[config.mk]
export PLATFORM = sky130hd
export DESIGN_NAME = spc_serial_cfg
export DESIGN_NICKNAME = d
export VERILOG_FILES = /design/src/verilog/spc_shift_in.v /design/src/verilog/spc_serial_cfg.v
export VERILOG_INCLUDE_DIRS = /design/src /design/src/verilog
export SDC_FILE = /design/constraint.sdc
export NUM_CORES = 1
export LEC_CHECK = 0
export ABC_AREA = 1
export ABC_CLOCK_PERIOD_IN_PS = 2700
export BUFFER_PORTS_ARGS = -buffer_cell sky130_fd_sc_hd__buf_2
export CAP_MARGIN = 20
export CORE_MARGIN = 8
export CORE_UTILIZATION = 55
export CTS_BUF_LIST = sky130_fd_sc_hd__clkbuf_2 sky130_fd_sc_hd__clkbuf_4 sky130_fd_sc_hd__clkbuf_8
export CTS_CLUSTER_DIAMETER = 30
export DETAILED_ROUTE_END_ITERATION = 8
export PLACE_DENSITY = 0.84
export SLEW_MARGIN = 10
export SYNTH_ARGS = -nofsm -noshare
export SYNTH_HDL_FRONTEND = slang
export SYNTH_SLANG_ARGS = --single-unit
[constraint.sdc]
create_clock -name clk -period 2.7 [get_ports clk]
set_clock_uncertainty 0.1 [all_clocks]
set_input_delay 0.405 -clock clk [delete_from_list [all_inputs] [get_ports clk]]
set_output_delay 0.405 -clock clk [all_outputs]
set_load 0.05 [all_outputs]
[src/verilog/spc_serial_cfg_defs.vh]
// constants for the serial port configuration register bank
`ifndef SPC_SERIAL_CFG_DEFS_VH
`define SPC_SERIAL_CFG_DEFS_VH

// register address space
`define SPC_ADDR_W      13
`define SPC_OFS_CFG     13'h000
`define SPC_OFS_RBS     13'h004

// serial port configuration fields
`define SPC_CFG_DIR     7
`define SPC_CFG_LSB     6
`define SPC_CFG_SRST    5
`define SPC_CFG_MIR_HI  3
`define SPC_CFG_MIR_LO  0

// readback bank select field
`define SPC_RBS_SEL     0

// reset values
`define SPC_CFG_DIR_RST 1'b0
`define SPC_CFG_LSB_RST 1'b0
`define SPC_CFG_MIR_RST 4'h0
`define SPC_RBS_RST     1'b0

// read value of an unmapped address
`define SPC_RD_NONE     8'h00

// instruction word layout and bit counts
`define SPC_INSTR_W     16
`define SPC_RW_BIT      15
`define SPC_ADDR_HI     12
`define SPC_INSTR_LAST  4'hF
`define SPC_BYTE_LAST   4'h7
`define SPC_CNT_FIRST   4'h1
`define SPC_CNT_ZERO    4'h0
`define SPC_ADDR_STEP   13'h0001

`endif

[src/verilog/spc_shift_in.v]
// serial input shifter with selectable bit order
module spc_shift_in #(
  parameter WIDTH = 16
) (
  // clock, reset and enable
  input  wire             clk,
  input  wire             rst_n,
  input  wire             ce,
  // control
  input  wire             clr,
  input  wire             shift_en,
  input  wire             lsb_first,
  // data
  input  wire             bit_in,
  output wire [WIDTH-1:0] word_nxt
);

  reg  [WIDTH-1:0] word_ff;   // bits gathered so far

  // msb first enters at the bottom, lsb first enters at the top
  assign word_nxt = lsb_first ? {bit_in, word_ff[WIDTH-1:1]}
                              : {word_ff[WIDTH-2:0], bit_in};

  // shift register, cleared between transfers
  always @(posedge clk or negedge rst_n) begin
    if (!rst_n) begin
      word_ff <= {WIDTH{1'b0}};
    end else if (ce) begin
      if (clr) begin
        word_ff <= {WIDTH{1'b0}};
      end else if (shift_en) begin
        word_ff <= word_nxt;
      end
    end
  end

endmodule // spc_shift_in

[src/verilog/spc_serial_cfg.v]
// serial control port engine with port configuration and readback select
//
// Notes on behaviour
// RQ1: bit7 low: shared data pin, output pin floats
// RQ2: bit7 high: read data only on output pin
// RQ3: bit6 low: msb first, address decrements
// RQ4: bit6 high: lsb first, address increments
// RQ5: bit order ignored in i2c mode
// RQ6: soft reset restores defaults, clears itself
// RQ7: host writes low nibble mirroring high nibble
// RQ8: readback select picks buffer or active copy
// RQ9: new format applies after the transfer ends
`include "spc_serial_cfg_defs.vh"

module spc_serial_cfg (
  // clock, reset, enable
  input  wire clk,
  input  wire rst_n,
  input  wire ce,
  // serial port pins
  input  wire csb_n,
  input  wire sclk,
  input  wire sdio_in,
  output wire sdio_out,
  output wire sdio_oe,
  output wire serial_out_pin,
  output wire serial_out_oe,
  // mode and transfer control
  input  wire i2c_mode,
  input  wire reg_update,
  // status towards the rest of the chip
  output wire pin_direction_select,
  output wire lsb_first_act,
  output wire soft_reset_pulse
);

  // one-hot transfer states
  localparam [3:0] ST_IDLE  = 4'h1;
  localparam [3:0] ST_INSTR = 4'h2;
  localparam [3:0] ST_WDATA = 4'h4;
  localparam [3:0] ST_RDATA = 4'h8;

  reg  [3:0]             state_ff;     // transfer state
  reg  [3:0]             cnt_ff;       // bit counter within field
  reg  [`SPC_ADDR_W-1:0] addr_ff;      // current register address
  reg  [7:0]             tx_ff;        // read byte being shifted out
  reg                    sclk_q_ff;    // sclk one cycle ago
  reg                    csb_q_ff;     // chip select one cycle ago
  reg                    sdio_out_ff;  // shared pin data
  reg                    sdio_oe_ff;   // shared pin enable
  reg                    sdo_out_ff;   // output pin data
  reg                    sdo_oe_ff;    // output pin enable
  reg                    srst_ff;      // soft reset pulse
  // buffer copies
  reg                    cfg_dir_ff;   // pin direction, buffer
  reg                    cfg_lsb_ff;   // bit order, buffer
  reg  [3:0]             cfg_mir_ff;   // mirror nibble, buffer
  reg                    rbs_sel_ff;   // readback select, buffer
  // active copies
  reg                    act_dir_ff;   // pin direction, active
  reg                    act_lsb_ff;   // bit order, active
  reg  [3:0]             act_mir_ff;   // mirror nibble, active
  reg                    act_rbs_ff;   // readback select, active
  // format in force for the serial engine
  reg                    fmt_dir_ff;   // pin direction in use
  reg                    fmt_lsb_ff;   // bit order in use

  wire                   eff_lsb;      // bit order after i2c override
  wire                   sclk_rise;    // sampling edge
  wire                   sclk_fall;    // launch edge
  wire                   cs_end;       // transfer just finished
  wire [`SPC_INSTR_W-1:0] word_nxt;    // shifter content incl. new bit
  wire [7:0]             rx_byte;      // received data byte
  wire [`SPC_ADDR_W-1:0] addr_step;    // next address in a stream
  wire                   tx_bit;       // bit to launch

  // RQ5: i2c ignores order
  assign eff_lsb   = fmt_lsb_ff & ~i2c_mode;
  assign sclk_rise = sclk & ~sclk_q_ff & ~csb_n;
  assign sclk_fall = ~sclk & sclk_q_ff & ~csb_n;
  assign cs_end    = csb_n & ~csb_q_ff;

  // lsb first data lands in the upper half of the shifter
  assign rx_byte = eff_lsb ? word_nxt[`SPC_INSTR_W-1:8] : word_nxt[7:0];

  // RQ3: msb first decrements
  // RQ4: lsb first increments
  assign addr_step = eff_lsb ? addr_ff + `SPC_ADDR_STEP
                             : addr_ff - `SPC_ADDR_STEP;

  assign tx_bit = eff_lsb ? tx_ff[0] : tx_ff[7];

  // pins and status straight from flip-flops
  assign sdio_out             = sdio_out_ff;
  assign sdio_oe              = sdio_oe_ff;
  assign serial_out_pin       = sdo_out_ff;
  assign serial_out_oe        = sdo_oe_ff;
  assign pin_direction_select = fmt_dir_ff;
  assign lsb_first_act        = fmt_lsb_ff;
  assign soft_reset_pulse     = srst_ff;

  // read data for one address
  function [7:0] rd_byte;
    input [`SPC_ADDR_W-1:0] a;
    input                   use_act;
    begin
      rd_byte = `SPC_RD_NONE;
      // RQ8: buffer or active
      if (a == `SPC_OFS_CFG) begin
        rd_byte = use_act ? {act_dir_ff, act_lsb_ff, 2'b00, act_mir_ff}
                          : {cfg_dir_ff, cfg_lsb_ff, 2'b00, cfg_mir_ff};
      end else if (a == `SPC_OFS_RBS) begin
        rd_byte = {7'h00, use_act ? act_rbs_ff : rbs_sel_ff};
      end
    end
  endfunction

  // instruction and data shifter
  spc_shift_in #(
    .WIDTH     (`SPC_INSTR_W)
  ) u_shift (
    .clk       (clk),
    .rst_n     (rst_n),
    .ce        (ce),
    .clr       (csb_n),
    .shift_en  (sclk_rise & ~state_ff[3]),
    .lsb_first (eff_lsb),
    .bit_in    (sdio_in),
    .word_nxt  (word_nxt)
  );

  // transfer engine and register bank
  always @(posedge clk or negedge rst_n) begin
    if (!rst_n) begin
      state_ff    <= ST_IDLE;
      cnt_ff      <= `SPC_CNT_ZERO;
      addr_ff     <= {`SPC_ADDR_W{1'b0}};
      tx_ff       <= 8'h00;
      sclk_q_ff   <= 1'b0;
      csb_q_ff    <= 1'b1;
      sdio_out_ff <= 1'b0;
      sdio_oe_ff  <= 1'b0;
      sdo_out_ff  <= 1'b0;
      sdo_oe_ff   <= 1'b0;
      srst_ff     <= 1'b0;
      cfg_dir_ff  <= `SPC_CFG_DIR_RST;
      cfg_lsb_ff  <= `SPC_CFG_LSB_RST;
      cfg_mir_ff  <= `SPC_CFG_MIR_RST;
      rbs_sel_ff  <= `SPC_RBS_RST;
      act_dir_ff  <= `SPC_CFG_DIR_RST;
      act_lsb_ff  <= `SPC_CFG_LSB_RST;
      act_mir_ff  <= `SPC_CFG_MIR_RST;
      act_rbs_ff  <= `SPC_RBS_RST;
      fmt_dir_ff  <= `SPC_CFG_DIR_RST;
      fmt_lsb_ff  <= `SPC_CFG_LSB_RST;
    end else if (ce) begin
      sclk_q_ff <= sclk;
      csb_q_ff  <= csb_n;
      srst_ff   <= 1'b0;
      // buffer to active transfer
      if (reg_update) begin
        act_dir_ff <= cfg_dir_ff;
        act_lsb_ff <= cfg_lsb_ff;
        act_mir_ff <= cfg_mir_ff;
        act_rbs_ff <= rbs_sel_ff;
      end
      if (csb_n) begin
        // deselected: release both pins
        state_ff   <= ST_IDLE;
        cnt_ff     <= `SPC_CNT_ZERO;
        sdio_oe_ff <= 1'b0;
        sdo_oe_ff  <= 1'b0;
      end else begin
        case (state_ff)
          // first instruction bit
          ST_IDLE: begin
            if (sclk_rise) begin
              state_ff <= ST_INSTR;
              cnt_ff   <= `SPC_CNT_FIRST;
            end
          end
          // gather rw and address
          ST_INSTR: begin
            if (sclk_rise) begin
              if (cnt_ff == `SPC_INSTR_LAST) begin
                addr_ff <= word_nxt[`SPC_ADDR_HI:0];
                cnt_ff  <= `SPC_CNT_ZERO;
                if (word_nxt[`SPC_RW_BIT]) begin
                  state_ff <= ST_RDATA;
                  tx_ff    <= rd_byte(word_nxt[`SPC_ADDR_HI:0], rbs_sel_ff);
                end else begin
                  state_ff <= ST_WDATA;
                end
              end else begin
                cnt_ff <= cnt_ff + `SPC_CNT_FIRST;
              end
            end
          end
          // write bytes, address steps per byte
          ST_WDATA: begin
            if (sclk_rise) begin
              if (cnt_ff == `SPC_BYTE_LAST) begin
                cnt_ff  <= `SPC_CNT_ZERO;
                addr_ff <= addr_step;
                if (addr_ff == `SPC_OFS_CFG) begin
                  if (rx_byte[`SPC_CFG_SRST]) begin
                    // RQ6: defaults, self-clearing
                    srst_ff    <= 1'b1;
                    cfg_dir_ff <= `SPC_CFG_DIR_RST;
                    cfg_lsb_ff <= `SPC_CFG_LSB_RST;
                    cfg_mir_ff <= `SPC_CFG_MIR_RST;
                    rbs_sel_ff <= `SPC_RBS_RST;
                    act_dir_ff <= `SPC_CFG_DIR_RST;
                    act_lsb_ff <= `SPC_CFG_LSB_RST;
                    act_mir_ff <= `SPC_CFG_MIR_RST;
                    act_rbs_ff <= `SPC_RBS_RST;
                  end else begin
                    // RQ7: mirror stored as written
                    cfg_dir_ff <= rx_byte[`SPC_CFG_DIR];
                    cfg_lsb_ff <= rx_byte[`SPC_CFG_LSB];
                    cfg_mir_ff <= rx_byte[`SPC_CFG_MIR_HI:`SPC_CFG_MIR_LO];
                  end
                end else if (addr_ff == `SPC_OFS_RBS) begin
                  rbs_sel_ff <= rx_byte[`SPC_RBS_SEL];
                end
              end else begin
                cnt_ff <= cnt_ff + `SPC_CNT_FIRST;
              end
            end
          end
          // read bytes, launch on falling sclk
          ST_RDATA: begin
            if (sclk_fall) begin
              tx_ff <= eff_lsb ? {1'b0, tx_ff[7:1]} : {tx_ff[6:0], 1'b0};
              if (fmt_dir_ff) begin
                // RQ2: read on output pin
                sdo_out_ff <= tx_bit;
                sdo_oe_ff  <= 1'b1;
                sdio_oe_ff <= 1'b0;
              end else begin
                // RQ1: read on shared pin
                sdio_out_ff <= tx_bit;
                sdio_oe_ff  <= 1'b1;
                sdo_oe_ff   <= 1'b0;
              end
            end
            if (sclk_rise) begin
              if (cnt_ff == `SPC_BYTE_LAST) begin
                cnt_ff  <= `SPC_CNT_ZERO;
                addr_ff <= addr_step;
                tx_ff   <= rd_byte(addr_step, rbs_sel_ff);
              end else begin
                cnt_ff <= cnt_ff + `SPC_CNT_FIRST;
              end
            end
          end
          default: begin
            state_ff <= ST_IDLE;
            cnt_ff   <= `SPC_CNT_ZERO;
          end
        endcase
      end
      // RQ9: format after transfer
      if (cs_end) begin
        fmt_dir_ff <= cfg_dir_ff;
        fmt_lsb_ff <= cfg_lsb_ff;
      end
    end
  end

endmodule // spc_serial_cfg

==> flow_summary.toml <==
[die]
core_area_mm2 = 0.00822
dieArea_mm2 = 0.0116
die_w_um = 108
die_h_um = 108
ios = 15
initial_utilization_pct = 56.5
rows = 33

[cells_and_area]
multiInputGateArea_mm2 = 0.00251
finalInstanceArea_mm2 = 0.00526
mostFrequentLayoutCells = "nand2_1, inv_1, dfrtp_1"
final_common_cell = "nand2_1"
fill_cells = 693
seq_area_mm2 = 0.00171
post-route-util_pct = 64.0
layout-drive-gt1-share_pct = 14.7
area_delta_synth_final_pct = 13.3
nets = 718
diodes = 0
final_cells = 806

[clock_tree]
cts_hold_buf = 0
cts.sinks = 68
cts-resized-gates = 0
numCtsBuffers = 9
root_buffer = "clkbuf_8"
clkLatencyLatePin_ps = 350
cts_max_level = 3
cts_tree = "built"
post_cts_buffers = 0
path_clk_slew_ps = 80
max-clock-path-buffers = 2

[outcome]
violations = "negative hold slack"
outcome = "finished with violations"

[job]
maxCapViolCount = 0

[critical_path]
critPathKind = "reg -> reg"
cp_data_arrival_time_ps = 2700
worstSetupEndpointType = "flip-flop"
start_kind = "flip-flop"
critPathMaxFanout = 12
cp.required_ps = 2880

[yosys]
syn_nets = 679
yosys_warnings = 0
postSynthCellCount = 657
ys_seq_elements = 68
syn-cell-area_mm2 = 0.00464
avgSynthCellArea_um2 = 7.07
ys_seq_area_share_pct = 36.7
ys_types = 49

[grt]
overflow = 0
grt_util_all_layers_pct = 21.7
grt_pass1_wl_um = 20400
antenna_found_initial = 0
grt_start_max_net_pins = 43
grt_pass1_vias = 4407

[sta]
setup_viol = 0
worst_hold_slack_ps = -11.3
drv_slew = 0
min_period_ps = 2520
relSlewSlack_pct = 56.7
timing.fmax_mhz = 396
worst_slew_pin_slew_ps = 650
fin_crit_sh_pct = 93.4
hold_viol_final = 20

[worst_hold_path]
hp-class = "in -> async"

[power]
p_leak_nw = 2.60
powerDensity_mw_per_mm2 = 889
vdd_drop_max_v = 0.000486

[detailed_routing]
viasPerCell = 5.78
dr.pass1.iters = 5
ant_nets = 0
m1WireLength_um = 5530
routedWlPerCell_um = 15.6
wl_met2_um = 5830
drt_iter0_markers = 364
highest_layer = "met4"
dr_wl_met3_um = 830
remaining_drc_errors = 0
finalWirelength_um = 12500
vias = 4659

[place]
dpl.hpwl_um = 9330
gp_congestion = 0.920
numPortBuffers = 14
place_inst = 790
placed_area_mm2 = 0.00499
==> area by class of cell <==
cell class | count | area share, %
Tap cell | 105 | 2.50
Clock inverter | 5 | 0.999
Inverter | 105 | 7.57
Multi-Input combinational cell | 466 | 47.7
Sequential cell | 68 | 32.4
Clock buffer | 11 | 2.64
Timing Repair Buffer | 46 | 6.14
==> cell usage after synthesis (all sizes together) <==
master,instances,area (um2)
nand3b,2,15.0
o2111ai,3,43.8
a41oi,1,8.76
and2,1,6.26
a221oi,1,8.76
nor2,59,244
ha,13,163
a31oi,10,75.1
dfrtp,66,1650
o221ai,1,8.76
o21ai,59,295
dfstp,2,52.6
o211ai,7,52.6
a22oi,3,22.5
buf,12,88.8
nand4,12,75.1
clkinv,1,3.75
nor3b,1,7.51
o31ai,1,7.51
nor4,3,33.8
or2,5,31.3
a31o,1,8.76
inv,104,390
nor3,21,138
clkbuf,6,22.5
a21oi,34,170
xor2,3,26.3
o22a,2,17.5
nand2,160,608
nand3,43,220
o22ai,14,87.6
fa,1,20.0
a21o,1,7.51
a211oi,3,22.5
or4,1,7.51
==> where the power goes <==
group	internal (mW)	leakage, nW	switching (mW)	total, mW
combinational	0.937	1.68	1.50	2.44
sequential	1.21	0.822	0.197	1.41
clock	0.443	0.0999	0.389	0.832
total	2.59	2.60	2.09	4.68
==> worst paths after layout <==
kind	from	to	slack, ps	cells past startpoint
min	rst_n	tx_ff[0]	-10	1
min in group clk	sclk	sclk_q_ff	230	3
max reg2reg	lsb_first_act	tx_ff[7]	180	15
min reg2reg	serial_out_pin	serial_out_pin	380	1
max	lsb_first_act	tx_ff[7]	180	15
max in group asynchronous	rst_n	state_ff[0]	1800	2
==> registers in the layout (all words and copies together) (netlist names), 4 cells and up <==
register / count
cfg_mir_ff: 4
addr_ff: 13
tx_ff: 8
act_mir_ff: 4
state_ff: 4
u_shift.word_ff: 16
cnt_ff: 4
==> metal layers <==
layer | up-vias | GRT usage, %
met5 | - | 0
met4 | 0 | 8.33
met3 | 30 | 3.47
met2 | 193 | 33.9
met1 | 2178 | 29.3
li1 | 2258 | -
==> critical path, stage by stage, from the launching register on <==
cell and delay (ps):
dfrtp_2 470, nand2_8 170, ha_2 350, nand2_1 90
nand2_1 60, inv_1 70, nand2_1 90, nand2_1 70
nand2_1 100, nor2_1 110, nand2_1 90, nor3_4 230
nand4_1 160, nand2_1 90, nand3_1 70, a21oi_1 140
==> logic make-up (layout without fill, tap and decap cells) <==
group	Yosys count	count (layout)	share of synthesized area [%]
AOI/OAI and AO/OA	141	141	18.0
buffers and inverters	123	167	10.9
xor gates and xnor gates	3	3	0.566
and+or+nand+nor	308	308	29.9
DFF	68	68	36.7
adders and majority gates	14	14	3.94
==> through the flow <==
| step | total power, mW | worst slack [ps] | TNS, ps |
|---|---|---|---|
| global placement | 3.65 | -98.3 | -387 |
| global route | 5.06 | -4.30 | -4.30 |
| detailed placement | 3.70 | -161 | -775 |
| floorplan | 2.98 | 79.7 | 0 |
| finish | 4.68 | 177 | 0 |
| CTS | 4.54 | 12.9 | 0 |
Note: power is estimated with default switching activity, not from simulation.
